[src/rtl/spc_pkg.sv]
package spc_pkg;

   // Register offsets
   localparam logic [7:0] STANDBY_OFS     = 8'h00;
   localparam logic [7:0] BIAS_OFS        = 8'h01;
   localparam logic [7:0] REF_HIGH_OFS    = 8'h10;
   localparam logic [7:0] REF_LOW_OFS     = 8'h11;
   localparam logic [7:0] FB_HIGH_OFS     = 8'h12;
   localparam logic [7:0] FB_LOW_OFS      = 8'h13;
   localparam logic [7:0] PUMP_CTRL_OFS   = 8'h14;
   localparam logic [7:0] ACQ_HIGH_OFS    = 8'h15;
   localparam logic [7:0] ACQ_LOW_OFS     = 8'h16;

   // Values after reset
   localparam logic [7:0] STANDBY_RST     = 8'hff;
   localparam logic [1:0] BIAS_RST        = 2'h0;
   localparam logic [5:0] REF_HIGH_RST    = 6'h00;
   localparam logic [7:0] REF_LOW_RST     = 8'h38;
   localparam logic [4:0] FB_HIGH_RST     = 5'h00;
   localparam logic [7:0] FB_LOW_RST      = 8'h3c;
   localparam logic [7:0] PUMP_CTRL_RST   = 8'h00;
   localparam logic [3:0] ACQ_HIGH_RST    = 4'h0;
   localparam logic [7:0] ACQ_LOW_RST     = 8'h04;

   // Field positions
   localparam int SYNTH_BLOCK_STANDBY_CONTROL_BIT          = 2;
   localparam int OSC_BLOCK_STANDBY_CONTROL_BIT            = 3;
   localparam int BIAS_LSB                = 2;
   localparam int FAST_ENABLE_BIT         = 6;
   localparam int POL_INVERT_BIT          = 5;
   localparam int PUMP_CODE_LSB           = 2;
   localparam int TEST_SEL_LSB            = 0;

   // Divider widths
   localparam int REF_DIV_W               = 14;
   localparam int FB_DIV_W                = 13;
   localparam int ACQ_DIV_W               = 12;

   // Highest pump multiple minus one
   localparam logic [2:0] PUMP_LEVEL_MAX  = 3'h7;

   typedef enum logic [2:0] {
      PFD_IDLE = 3'b001,
      PFD_UP   = 3'b010,
      PFD_DOWN = 3'b100
   } spc_pfd_type;

endpackage

[src/rtl/spc_divider.sv]
`timescale 1ns/100ps
module spc_divider #(
   parameter int WIDTH = 14
) (
   // Clock and reset
   input  wire logic             clk,
   input  wire logic             rstn,
   // Counting
   input  wire logic             count_en,
   input  wire logic             restart,
   input  wire logic [WIDTH-1:0] div_value,
   output logic                  tick_q
);

   logic [WIDTH-1:0] cnt_q;
   logic [WIDTH-1:0] cnt_d;
   logic             tick_d;
   logic [WIDTH-1:0] last;

   always_comb begin
      // Zero is taken as divide by one
      last   = (div_value == '0) ? '0 : div_value - WIDTH'(1);
      cnt_d  = cnt_q;
      tick_d = 1'b0;
      if (restart) begin
         cnt_d = '0;
      end else if (count_en) begin
         if (cnt_q >= last) begin
            cnt_d  = '0;
            tick_d = 1'b1;
         end else begin
            cnt_d = cnt_q + WIDTH'(1);
         end
      end
   end

   always_ff @(posedge clk or negedge rstn) begin
      if (!rstn) begin
         cnt_q  <= '0;
         tick_q <= 1'b0;
      end else begin
         cnt_q  <= cnt_d;
         tick_q <= tick_d;
      end
   end

endmodule

[src/rtl/spc_pll_control.sv]
`timescale 1ns/100ps
module spc_pll_control (
   // Clock and reset
   input  wire logic       clk,
   input  wire logic       rstn,
   // Register port
   input  wire logic [7:0] reg_addr,
   input  wire logic [7:0] reg_wdata,
   input  wire logic       reg_wr,
   input  wire logic       reg_rd,
   output logic      [7:0] reg_rdata_q,
   // Clock inputs, synchronous level samples
   input  wire logic       ref_in,
   input  wire logic       osc_in,
   // Charge pump drive
   output logic            pump_up_q,
   output logic            pump_down_q,
   output logic      [2:0] pump_level_q,
   // Oscillator and static controls
   output logic      [1:0] osc_bias_q,
   output logic            osc_standby_q,
   output logic            synth_standby_q,
   output logic            clock_polarity_invert_q,
   output logic      [1:0] clock_test_select_q
);

   // Register file
   logic [7:0] standby_bits_q,   standby_bits_d;
   logic [1:0] bias_q,           bias_d;
   logic [5:0] ref_high_q,       ref_high_d;
   logic [7:0] ref_low_q,        ref_low_d;
   logic [4:0] fb_high_q,        fb_high_d;
   logic [7:0] fb_low_q,         fb_low_d;
   logic [7:0] pump_ctrl_q,      pump_ctrl_d;
   logic [3:0] acq_high_q,       acq_high_d;
   logic [7:0] acq_low_q,        acq_low_d;
   logic [7:0] reg_rdata_d;

   always_comb begin
      standby_bits_d = standby_bits_q;
      bias_d         = bias_q;
      ref_high_d     = ref_high_q;
      ref_low_d      = ref_low_q;
      fb_high_d      = fb_high_q;
      fb_low_d       = fb_low_q;
      pump_ctrl_d    = pump_ctrl_q;
      acq_high_d     = acq_high_q;
      acq_low_d      = acq_low_q;
      if (reg_wr) begin
         case (reg_addr)
            spc_pkg::STANDBY_OFS:   standby_bits_d = reg_wdata;
            spc_pkg::BIAS_OFS:      bias_d = reg_wdata[spc_pkg::BIAS_LSB +: 2];
            spc_pkg::REF_HIGH_OFS:  ref_high_d = reg_wdata[5:0];
            spc_pkg::REF_LOW_OFS:   ref_low_d = reg_wdata;
            spc_pkg::FB_HIGH_OFS:   fb_high_d = reg_wdata[4:0];
            spc_pkg::FB_LOW_OFS:    fb_low_d = reg_wdata;
            spc_pkg::PUMP_CTRL_OFS: pump_ctrl_d = {1'b0, reg_wdata[6:0]};
            spc_pkg::ACQ_HIGH_OFS:  acq_high_d = reg_wdata[3:0];
            spc_pkg::ACQ_LOW_OFS:   acq_low_d = reg_wdata;
            default:                ;
         endcase
      end
      reg_rdata_d = reg_rdata_q;
      if (reg_rd) begin
         case (reg_addr)
            spc_pkg::STANDBY_OFS:   reg_rdata_d = standby_bits_q;
            spc_pkg::BIAS_OFS:      reg_rdata_d = {4'h0, bias_q, 2'h0};
            spc_pkg::REF_HIGH_OFS:  reg_rdata_d = {2'h0, ref_high_q};
            spc_pkg::REF_LOW_OFS:   reg_rdata_d = ref_low_q;
            spc_pkg::FB_HIGH_OFS:   reg_rdata_d = {3'h0, fb_high_q};
            spc_pkg::FB_LOW_OFS:    reg_rdata_d = fb_low_q;
            spc_pkg::PUMP_CTRL_OFS: reg_rdata_d = pump_ctrl_q;
            spc_pkg::ACQ_HIGH_OFS:  reg_rdata_d = {4'h0, acq_high_q};
            spc_pkg::ACQ_LOW_OFS:   reg_rdata_d = acq_low_q;
            default:                reg_rdata_d = 8'h00;
         endcase
      end
   end

   always_ff @(posedge clk or negedge rstn) begin
      if (!rstn) begin
         standby_bits_q <= spc_pkg::STANDBY_RST;
         bias_q         <= spc_pkg::BIAS_RST;
         ref_high_q     <= spc_pkg::REF_HIGH_RST;
         ref_low_q      <= spc_pkg::REF_LOW_RST;
         fb_high_q      <= spc_pkg::FB_HIGH_RST;
         fb_low_q       <= spc_pkg::FB_LOW_RST;
         pump_ctrl_q    <= spc_pkg::PUMP_CTRL_RST;
         acq_high_q     <= spc_pkg::ACQ_HIGH_RST;
         acq_low_q      <= spc_pkg::ACQ_LOW_RST;
         reg_rdata_q    <= 8'h00;
      end else begin
         standby_bits_q <= standby_bits_d;
         bias_q         <= bias_d;
         ref_high_q     <= ref_high_d;
         ref_low_q      <= ref_low_d;
         fb_high_q      <= fb_high_d;
         fb_low_q       <= fb_low_d;
         pump_ctrl_q    <= pump_ctrl_d;
         acq_high_q     <= acq_high_d;
         acq_low_q      <= acq_low_d;
         reg_rdata_q    <= reg_rdata_d;
      end
   end

   // Derived controls
   logic [spc_pkg::REF_DIV_W-1:0] ref_divide_value;
   logic [spc_pkg::FB_DIV_W-1:0]  feedback_divide_value;
   logic [spc_pkg::ACQ_DIV_W-1:0] fast_acquire_divisor;
   logic [2:0]                    pump_current_code;
   logic                          fast_acquire_enable;
   logic                          synth_off;

   assign ref_divide_value      = {ref_high_q, ref_low_q};
   assign feedback_divide_value = {fb_high_q, fb_low_q};
   assign fast_acquire_divisor  = {acq_high_q, acq_low_q};
   assign pump_current_code     = pump_ctrl_q[spc_pkg::PUMP_CODE_LSB +: 3];
   assign fast_acquire_enable   = pump_ctrl_q[spc_pkg::FAST_ENABLE_BIT];
   assign synth_off             = standby_bits_q[spc_pkg::SYNTH_BLOCK_STANDBY_CONTROL_BIT];

   // Rising edges of the clock inputs
   logic ref_prev_q, osc_prev_q;
   logic ref_edge,   osc_edge;

   assign ref_edge = ref_in & ~ref_prev_q;
   assign osc_edge = osc_in & ~osc_prev_q;

   always_ff @(posedge clk or negedge rstn) begin
      if (!rstn) begin
         ref_prev_q <= 1'b0;
         osc_prev_q <= 1'b0;
      end else begin
         ref_prev_q <= ref_in;
         osc_prev_q <= osc_in;
      end
   end

   // Reference and single integer feedback divider
   logic ref_tick, fb_tick, interval_tick;
   logic pulse_start;

   spc_divider #(.WIDTH(spc_pkg::REF_DIV_W)) u_ref_div (
      .clk       (clk),
      .rstn      (rstn),
      .count_en  (ref_edge),
      .restart   (synth_off),
      .div_value (ref_divide_value),
      .tick_q    (ref_tick)
   );

   spc_divider #(.WIDTH(spc_pkg::FB_DIV_W)) u_fb_div (
      .clk       (clk),
      .rstn      (rstn),
      .count_en  (osc_edge),
      .restart   (synth_off),
      .div_value (feedback_divide_value),
      .tick_q    (fb_tick)
   );

   // Interval timer restarted at each detector pulse
   spc_divider #(.WIDTH(spc_pkg::ACQ_DIV_W)) u_acq_div (
      .clk       (clk),
      .rstn      (rstn),
      .count_en  (ref_edge),
      .restart   (pulse_start | synth_off),
      .div_value (fast_acquire_divisor),
      .tick_q    (interval_tick)
   );

   // Phase/frequency detector and pump level
   spc_pkg::spc_pfd_type pfd_q, pfd_d;
   logic [2:0]           ratio_q, ratio_d;
   logic [2:0]           boost_q, boost_d;
   logic [2:0]           level;
   logic                 pulse_end;

   always_comb begin
      pfd_d       = pfd_q;
      pulse_start = 1'b0;
      pulse_end   = 1'b0;
      case (pfd_q)
         spc_pkg::PFD_IDLE: begin
            if (ref_tick && !fb_tick) begin
               pfd_d       = spc_pkg::PFD_UP;
               pulse_start = 1'b1;
            end else if (fb_tick && !ref_tick) begin
               pfd_d       = spc_pkg::PFD_DOWN;
               pulse_start = 1'b1;
            end
         end
         spc_pkg::PFD_UP: begin
            if (fb_tick) begin
               pfd_d     = spc_pkg::PFD_IDLE;
               pulse_end = 1'b1;
            end
         end
         spc_pkg::PFD_DOWN: begin
            if (ref_tick) begin
               pfd_d     = spc_pkg::PFD_IDLE;
               pulse_end = 1'b1;
            end
         end
         default: pfd_d = spc_pkg::PFD_IDLE;
      endcase
      if (synth_off) begin
         pfd_d = spc_pkg::PFD_IDLE;
      end

      // Whole intervals elapsed in this pulse, saturating
      ratio_d = ratio_q;
      if (pulse_start) begin
         ratio_d = 3'h0;
      end else if (interval_tick && ratio_q != spc_pkg::PUMP_LEVEL_MAX) begin
         ratio_d = ratio_q + 3'h1;
      end

      // Ratio of the finished pulse steers the next one
      boost_d = boost_q;
      if (pulse_end) begin
         boost_d = ratio_q;
      end

      // Level L means current of (L + 1) unit steps
      level = pump_current_code;
      if (fast_acquire_enable) begin
         level = 3'h1;
         if (pump_current_code > level) begin
            level = pump_current_code;
         end
         if (boost_q > level) begin
            level = boost_q;
         end
      end
   end

   always_ff @(posedge clk or negedge rstn) begin
      if (!rstn) begin
         pfd_q                   <= spc_pkg::PFD_IDLE;
         ratio_q                 <= 3'h0;
         boost_q                 <= 3'h0;
         pump_up_q               <= 1'b0;
         pump_down_q             <= 1'b0;
         pump_level_q            <= 3'h0;
         osc_bias_q              <= spc_pkg::BIAS_RST;
         osc_standby_q           <= 1'b1;
         synth_standby_q         <= 1'b1;
         clock_polarity_invert_q <= 1'b0;
         clock_test_select_q     <= 2'h0;
      end else begin
         pfd_q                   <= pfd_d;
         ratio_q                 <= ratio_d;
         boost_q                 <= boost_d;
         pump_up_q               <= (pfd_d == spc_pkg::PFD_UP);
         pump_down_q             <= (pfd_d == spc_pkg::PFD_DOWN);
         pump_level_q            <= level;
         osc_bias_q              <= bias_q;
         osc_standby_q           <= standby_bits_q[spc_pkg::OSC_BLOCK_STANDBY_CONTROL_BIT];
         synth_standby_q         <= synth_off;
         clock_polarity_invert_q <= pump_ctrl_q[spc_pkg::POL_INVERT_BIT];
         clock_test_select_q     <= pump_ctrl_q[spc_pkg::TEST_SEL_LSB +: 2];
      end
   end

endmodule

[config.mk]
export PLATFORM = sky130hd
export DESIGN_NAME = spc_pll_control
export DESIGN_NICKNAME = d
export VERILOG_FILES = /design/src/rtl/spc_pkg.sv /design/src/rtl/spc_divider.sv /design/src/rtl/spc_pll_control.sv
export SDC_FILE = /design/constraint.sdc
export NUM_CORES = 1
export LEC_CHECK = 0
export BUFFER_PORTS_ARGS = -buffer_cell sky130_fd_sc_hd__buf_2
export CORE_AREA = 2 2 134 136
export DETAILED_ROUTE_END_ITERATION = 8
export DIE_AREA = 0 0 136 138
export SYNTH_ARGS = -nofsm -noshare
export SYNTH_HDL_FRONTEND = slang
export SYNTH_SLANG_ARGS = --single-unit
[constraint.sdc]
create_clock -name clk -period 4.1 [get_ports clk]
set_input_delay 0.205 -clock clk [delete_from_list [all_inputs] [get_ports clk]]
set_output_delay 0.205 -clock clk [all_outputs]
set_load 0.02 [all_outputs]
-- Yosys cells after proc, flatten, opt, wreduce, memory -nomap -nowiden
Index checks and enable logic that the tools add are counted.
- register bits: 129
- reduce and logical (&&, ||, !) cells: 22
- bitwise operators: 5
- equal/unequal tests: 14
- add/sub/neg operators: 7
- multiplexer cells: 40
- $lt $le $gt $ge: 5
- operators by type and width (operator ; count):
    8-bit case mux with 9 select lines ; 1
    8-bit by 5-bit == test with 1-bit output (second input constant) ; 7
    14-bit two-way mux ; 4
    13-bit two-way mux ; 4
    12-bit two-way mux ; 4
    3-bit two-way mux ; 11
    2-bit AND reduction ; 9
    14-bit by 1-bit adder with 14-bit output (second input constant) ; 1
    14-bit >= comparator ; 1
    14-bit zero test ; 1
    1-bit two-way mux ; 14
    14-bit by 1-bit subtractor with 14-bit output (second input constant) ; 1
    13-bit by 1-bit adder with 13-bit output (second input constant) ; 1
    13-bit >= comparator ; 1
    13-bit zero test ; 1
    13-bit by 1-bit subtractor with 13-bit output (second input constant) ; 1
    12-bit by 1-bit adder with 12-bit output (second input constant) ; 1
    12-bit >= comparator ; 1
    12-bit zero test ; 1
    12-bit by 1-bit subtractor with 12-bit output (second input constant) ; 1
    3-bit case mux with 3 select lines ; 1
    8-bit by 1-bit == test with 1-bit output (second input constant) ; 1
    8-bit zero test ; 1
    2-bit nonzero test ; 4
    other kinds (13) ; 20

-- Longest topological paths before layout
Gate-level depths: netlist (run 1).
- depth after elaboration: 7
- mapped depth: 14
- depth with buffers taken out: 14

-- Modules after synthesis
A second synthesis (run 1) with hierarchy kept.
- cell total of the unflattened synthesis: 807
- area, all modules: 8139.1 um^2
- modules (own cells, without submodules) (module ; area an instance (um^2) ; cells an instance ; times used):
    spc_pll_control ; 4141.5 ; 320 ; 1
    spc_divider at u_ref_div ; 1433.9 ; 184 ; 1
    spc_divider at u_fb_div ; 1306.3 ; 156 ; 1
    spc_divider at u_acq_div ; 1257.5 ; 147 ; 1

-- Least setup slack after synthesis (run 1)
Ideal clock, no wire load.
- kind: register -> register
- start: register ref_low_q[2]
- end: register u_ref_div.cnt_q[11]
- slack: 246 ps
- library setup time: 65 ps
- arrival time: 3789 ps
- path buffers: 1
- cell stages (with the launch flop): 14
- cells stage by stage: dfrtp_1 or3_4 or3b_4 or4_4 or3b_4 buf_6 nand2_1 ha_1 a21oi_1 a21boi_0 o311ai_0 nand4b_1 o211ai_1 o21a_1
- longest elaborated chain between the ends: 6
- elaborated cells on any way between the ends: 7
- RTL lines (element ; line ; source):
    start, declared ; spc_pll_control.sv:31 ; logic [7:0] ref_low_q, ref_low_d;
    start signal, assigned ; spc_pll_control.sv:85 ; ref_low_q <= spc_pkg::REF_LOW_RST;
    start signal, assigned ; spc_pll_control.sv:96 ; ref_low_q <= ref_low_d;
    14-bit by 1-bit subtractor with 14-bit output or 14-bit zero test (tied branches) ; spc_divider.sv:22 ; last = (div_value == '0) ? '0 : div_value - WIDTH'(1);
    14-bit two-way mux (*) ; spc_divider.sv:22 ;
    14-bit >= comparator (*) ; spc_divider.sv:28 ; if (cnt_q >= last) begin
    14-bit two-way mux (*) ; spc_divider.sv:28 ;
    14-bit two-way mux (*) ; spc_divider.sv:27 ; end else if (count_en) begin
    14-bit two-way mux (*) ; spc_divider.sv:25 ; if (restart) begin
    end signal, assigned ; spc_divider.sv:42 ; cnt_q <= cnt_d;
    end, declared ; spc_divider.sv:15 ; logic [WIDTH-1:0] cnt_q;
Every way passes the cells marked *; elsewhere a longest branch is shown, timed or not. The select of a mux whose other input is x is not followed.
A chain may end at the register's enable or synchronous reset.

-- Worst setup path in the final report (run 1)
- start: register ref_low_q[2]
- end: register u_ref_div.cnt_q[12]
The elaborated chain is that of the path after synthesis.

==> reports/qor.yml, run 1 <==
route.detailed.drc: 0
cts-root-buf: "clkbuf_16"
worstReg2RegStart: "ref_low_q[2]"
dieArea_um2: 18770
antenna_found_initial: 0
clock_skew_ns: 0.006571
required_ns: 4.47
port_buffers: 41
outcome: "complete, no violations"
grt_pass1_vias: 6249
cts_max_path_buffers: 2
insertedDiodeCount: 0
critPathArrivalTime_ns: 4.26
fin_hold_ws_ns: 0.1288
syn_area_per_cell_um2: 9.782
ir_worst_vdd_uv: 424.3
drive_above_1_share: 0.2062
ys_seq_elements: 129
grt_usage: 0.2162
syn_to_final_growth_pct: 14.56
synth_cells: 779
num_vias: 6047
crit_type: "reg2reg"
ys_types: 68
maxSlewViolCount: 0
yosysSeqAreaShare: 0.4268
fin_tns_setup_ns: 0
ys_top_cells_by_area: "dfrtp_1, ha_1, mux2_2"
die_y_um: 138
drt_iter0_markers: 346
grt-ovfl-total: 0
vias_per_cell: 5.636
clk_latency_ns: 0.43
cts_tree: "yes"
drv_cap: 0
leakage_nw: 4.110
cts_sinks: 129
initial_utilization: 0.4346
max_freq_mhz: 257.0
wl_per_cell_um: 17.98
placed_cells_incl_taps: 1037
synth_top_cell_by_area: "dfrtp_1"
dp_hpwl_um: 14270
min_period_ns: 3.890
hp-class: "in2reg"
row_count: 49
grt_max_degree: 66
synth.top_cell.area_share: 0.3612
power.density_nw_per_um2: 442.0
wl_um: 19290
final_nets: 906
die_w_um: 136
fp.coreArea_um2: 17530
period_share: 0.9489
gp_congestion: 0.8855
tightest_slew_ns: 0.8277
path_clk_slew_ns: 0.06
endpoint_kind: "register"
cp-startpoint: "ref_low_q[2]"
startpoint_type: "register"
synth_nets: 854
grt_pass1_wl_um: 32060
crit_fanout: 12
grt_setup_unrepaired: "false"
ios: 42
fin_cells: 1073
totalPowerFinal_w: 0.003859
ant_nets: 0
place_ws_ns: 0.06348
setup_viol: 0
async_flop_share: 1.000
ys_warn_count: 0
syn-cell-area_um2: 7620
h-tree-depth: 4
worst_slack_ns: 0.2097
fill_cells: 1667
synth_edf_count: 0
hold_viol: 0
synth-main-ff-cell: "dfrtp_1"
relSlewSlack: 0.4482
cts_buffers: 17
dr.pass1.iters: 4
holdCritStartpoint: "reg_wdata[7]"
## final cells by class
cell class / instances / area (um^2) / share of cell area
Clock inverter: 15 / 161.4 / 0.01849
Multi-Input combinational cell: 610 / 4230 / 0.4846
Clock buffer: 17 / 425.4 / 0.04873
Inverter: 22 / 82.58 / 0.009460
Sequential cell: 129 / 3253 / 0.3727
Tap cell: 229 / 286.5 / 0.03282
Timing Repair Buffer: 51 / 290.3 / 0.03325
## worst max-delay path, cell delays in order (launching register included)
cell and delay [ns]:
dfrtp_2 0.44, or3_4 0.38, or3b_4 0.40, or4_4 0.45
or3b_4 0.48, or2b_1 0.19, ha_1 0.24, nand2b_1 0.08
a21oi_1 0.06, o311ai_1 0.27, buf_4 0.17, nand4b_1 0.20
buf_4 0.22, nor2_1 0.10, o22a_1 0.13
## Yosys cell counts, types with 3 or more instances
cell      count
mux2_2       56
dfrtp_1     110
a31oi_1       5
or2_2         3
inv_1        22
nand2b_1     12
xnor2_1      15
xor2_1       31
a32oi_1       3
nor4_1        8
nor3b_1       6
dfstp_2      19
and2_1        5
o21ai_0      34
nor3_1       17
a21o_1        6
nand3b_1      3
clkbuf_1     16
nand4_1      16
and3_1        8
a21oi_1      32
o31ai_1       4
o311ai_0      4
and4_1        5
nand3_1      33
nand2_1     100
nor2_1       71
a22oi_1       3
o211ai_1      4
mux2i_1      14
nor2b_1      13
ha_1         53
## power breakdown
part / internal [W] / switching [W] / leakage, nW / total [W]
sequential: 0.00140 / 0.000167 / 1.66 / 0.00157
clock: 0.000864 / 0.000654 / 0.288 / 0.00152
combinational: 0.000326 / 0.000448 / 2.17 / 0.000774
total: 0.00259 / 0.00127 / 4.11 / 0.00386
## what timing repair did
item / CTS / global route
resized for setup: 0 / 6
hold endpoints to repair: 59 / 0
setup buffers: 0 / 1
hold buffers: 3 / 0
setup endpoints to repair: 0 / 16
## kinds of logic (layout without fill, tap and decap cells)
group                    after synthesis  count (layout)  synth area share
AND/OR/NAND/NOR                      320             320            0.2087
AO/OA/AOI/OAI                        120             120           0.09984
buffers and inverters                 40             105           0.02069
multiplexers                          71              71            0.1041
XOR/XNOR                              46              46           0.05287
adder cells (fa/ha/maj)               53              53           0.08703
flip-flops                           129             129            0.4268
## routing by layer
metal  track usage  vias up  routed length (um)
li1              -     2901                   -
met1        0.2909     3000                8684
met2        0.3467      118                9490
met3       0.04254       28                 755
met4       0.07675        0                 364
met5             0        -                   0
## path summary, 6_finish.rpt
kind,endpoint,slack (ns),depth (start not counted)
setup / recovery,u_ref_div.cnt_q[12],0.21,14
hold / removal,standby_bits_q[7],0.13,2
setup reg to reg,u_ref_div.cnt_q[12],0.21,14
hold reg to reg,osc_standby_q,0.38,0
max in group asynchronous,fb_low_q[5],2.66,3
min in group asynchronous,pump_down_q,0.42,2
## flip-flops by register name, indices dropped and copies added, names as in the netlist, 4 cells and up
name	flops
ref_high_q	6
fb_low_q	8
u_acq_div.cnt_q	12
fb_high_q	5
standby_bits_q	8
pump_ctrl_q	7
u_fb_div.cnt_q	13
acq_high_q	4
acq_low_q	8
ref_low_q	8
reg_rdata_q	8
u_ref_div.cnt_q	14
## cells in the final DEF (no fill, tap or decap), drive strengths merged, types with 8 or more instances in the layout
cell    synthesis  final
and3            8      8
mux2i          14     14
buf             2     48
nor3           19     19
ha             53     53
dfrtp         110    110
nor4            8      8
nand3          33     33
mux2           56     56
nand2         100    100
xnor2          15     15
nor2           71     71
dfstp          19     19
a21oi          32     32
nor2b          13     13
nand4          16     16
nand2b         12     12
xor2           31     31
o21ai          34     34
clkbuf         16     17
inv            22     33
## stage by stage
step / cell area, um^2 / utilization
final: 8730 / 0.4979
after global routing: 8730 / 0.4979
after CTS: 8701 / 0.4962
after detailed placement: 8084 / 0.4610
after global placement: 8084 / 0.4610
after floorplan: 7620 / -
(Power assumes the default switching activity.)
==> run 2: changes to the inputs <==
Settings changed: GPL_TIMING_DRIVEN from default to 0.
==> reports/qor.yml, run 2 (synthesis gave the netlist of run 1 again) <==
dr.pass1.iters: 5  # +1
path_cells: "or3_4 -> or3b_4 -> or4_4 -> or3b_4 -> buf_6 -> nand2_1 -> ha_1 -> a21oi_1 -> a21boi_1 -> o311ai_2 -> nand4b_1 -> buf_4 -> o21ai_0 -> a21o_1"
power.density_nw_per_um2: 435.5  # -1.5%
relSlewSlack: 0.3934  # -0.05482
dp_hpwl_um: 13220  # -7.4%
maxSlewViolCount: 0  # unchanged
grt_pass1_wl_um: 30170  # -5.9%
h-tree-depth: 4  # unchanged
setup_viol: 0  # unchanged
swShare: 0.3293  # +0.0005984
hp-class: "in2reg"
tightest_slew_ns: 0.9079  # +0.08026 ns
path_buf_inv: 2  # unchanged
cts_tree: "yes"
outcome: "complete, no violations"
startpoint_type: "register"
wl_per_cell_um: 16.78  # -6.7%
fp.coreArea_um2: 17530  # unchanged
die_y_um: 138  # unchanged
hold_depth: 2  # unchanged
route.detailed.drc: 0  # unchanged
rr_worst_depth: 14  # unchanged
required_ns: 4.46  # about the same
max_stage_delay_ns: 0.45  # -0.03 ns
drt_iter0_markers: 482  # +39%
grt_max_degree: 79  # +20%
final_nets: 920  # +1.5%
ant_nets: 0  # unchanged
path_clk_slew_ns: 0.07  # about the same
holdCritStartpoint: "reg_wdata[7]"
ios: 42  # unchanged
critPathArrivalTime_ns: 4.21  # -0.05 ns
port_buffers: 40  # -2.4%
power_frac_seq: 0.403  # -0.003
fin_hold_ws_ns: 0.1139  # -0.01496 ns
min_period_ns: 3.848  # -0.04238 ns
final_common_cell: "dfrtp_1"
top_register: "u_ref_div.cnt_q"
crit_fanout: 10  # -2
crit_family: "simple AND/OR/NAND/NOR gates"
crit_type: "reg2reg"
endpoint_kind: "register"
leakage_nw: 4.129  # +0.46%
dieArea_um2: 18770  # unchanged
die_w_um: 136  # unchanged
cts_max_path_buffers: 2  # unchanged
clock_skew_ns: 0.01170  # +0.005132 ns
drive_above_1_share: 0.2040  # -0.002198
cts-root-buf: "clkbuf_16"
hold_viol: 0  # unchanged
gp_congestion: 0.8500  # -4.0%
row_count: 49  # unchanged
critPathMostFrequentCell: "or3b_4"
largest_reg_flops: 14  # unchanged
worstReg2RegStart: "ref_low_q[3]"
mostFrequentLayoutCells: "dfrtp_1, nand2_1, nor2_1"
max_freq_mhz: 259.9  # +1.1%
p_int_w: 0.002578  # -0.48%
initial_utilization: 0.4346  # unchanged
grt_setup_unrepaired: "true"
switching_power_w: 0.001266  # -0.21%
fin_tns_setup_ns: 0  # unchanged
clk_latency_ns: 0.43  # about the same
clockPowerShare: 0.395  # about the same
syn_to_final_growth_pct: 15.83
cp.depth: 14  # unchanged
grt_pass1_vias: 5679  # -9.1%
reg.largest.list: "u_ref_div.cnt_q x14, u_fb_div.cnt_q x13, u_acq_div.cnt_q x12"
period_share: 0.9385  # -0.01034
insertedDiodeCount: 0  # unchanged
comb_power_share: 0.201  # about the same
antenna_found_initial: 0  # unchanged
vias_per_cell: 5.512  # -2.2%
cts_buffers: 17  # unchanged
grt_usage: 0.2032  # -0.01298
cp_slowest_cell: "or4_4"
num_vias: 5992  # -0.91%
cp-startpoint: "ref_low_q[3]"
wl_um: 18240  # -5.5%
drv_cap: 0  # unchanged
cts_sinks: 129  # unchanged
ir_worst_vdd_uv: 347.1  # -18%
grt-ovfl-total: 0  # unchanged
run 2: worst paths after layout:
| kind | slack (ns) | to |
|---|---|---|
| min | 0.11 | acq_low_q[7] |
| min reg2reg | 0.38 | osc_standby_q |
| max reg2reg | 0.25 | u_ref_div.cnt_q[10] |
| max in group asynchronous | 3.01 | osc_standby_q |
| max | 0.25 | u_ref_div.cnt_q[10] |
| min in group asynchronous | 0.31 | pfd_q[1] |
run 2: timing repair:
item | in CTS | in global routing
endpoints found under the hold margin | 51 | 0
hold buffers | 3 | 0
setup endpoints to repair | 21 | 30
gates cloned | 0 | 0
pin swaps | 1 | 3
resized for setup | 2 | 9
buffers inserted | 2 | 1
run 2: area by class of cell:
class	count	area, um^2
Buffer	18	75.07
Clock buffer	17	425.4
Fill cell	1646	8708
Clock inverter	15	160.2
Sequential cell	129	3253
Tap cell	229	286.5
Inverter	22	82.58
Timing Repair Buffer	47	286.5
Multi-Input combinational cell	610	4257
run 2: layer usage:
metal,vias up,global-route usage,wire length (um)
li1,2940,-,-
met5,-,0,0
met4,0,0.05482,291
met2,124,0.3044,8106
met1,2902,0.2973,9014
met3,26,0.04364,823
run 2: metrics by stage:
step	cells	total power, W	setup WS, ns	instance area [um^2]	utilization
after global routing	1087	0.004057	-0.01783	8826	0.5034
after detailed placement	1049	0.002297	-0.3144	8140	0.4643
after floorplan	779	0.002049	0.2462	7620	-
final	1087	0.003844	0.2520	8826	0.5034
after global placement	1048	0.002283	-0.2442	8107	0.4623
after CTS	1086	0.003844	0.06066	8775	0.5004
run 2: power groups by stage:
stage	logic [W]	registers, W	clock network, W
finish	0.000774	0.00155	0.00152
detailed placement	0.000729	0.00157	0
CTS	0.000750	0.00155	0.00155
floorplan	0.000509	0.00154	0
global route	0.000885	0.00157	0.00160
global placement	0.000714	0.00157	0
run 2: worst reg2reg max path, cell delays in order, from the launching register on:
cell	delay, ns
dfstp_2	0.41
or3_4	0.40
or3b_4	0.40
or4_4	0.45
or3b_4	0.42
buf_6	0.15
nand2_1	0.06
ha_1	0.25
a21oi_1	0.14
a21boi_1	0.09
o311ai_2	0.34
nand4b_1	0.18
buf_4	0.20
o21ai_0	0.16
a21o_1	0.13
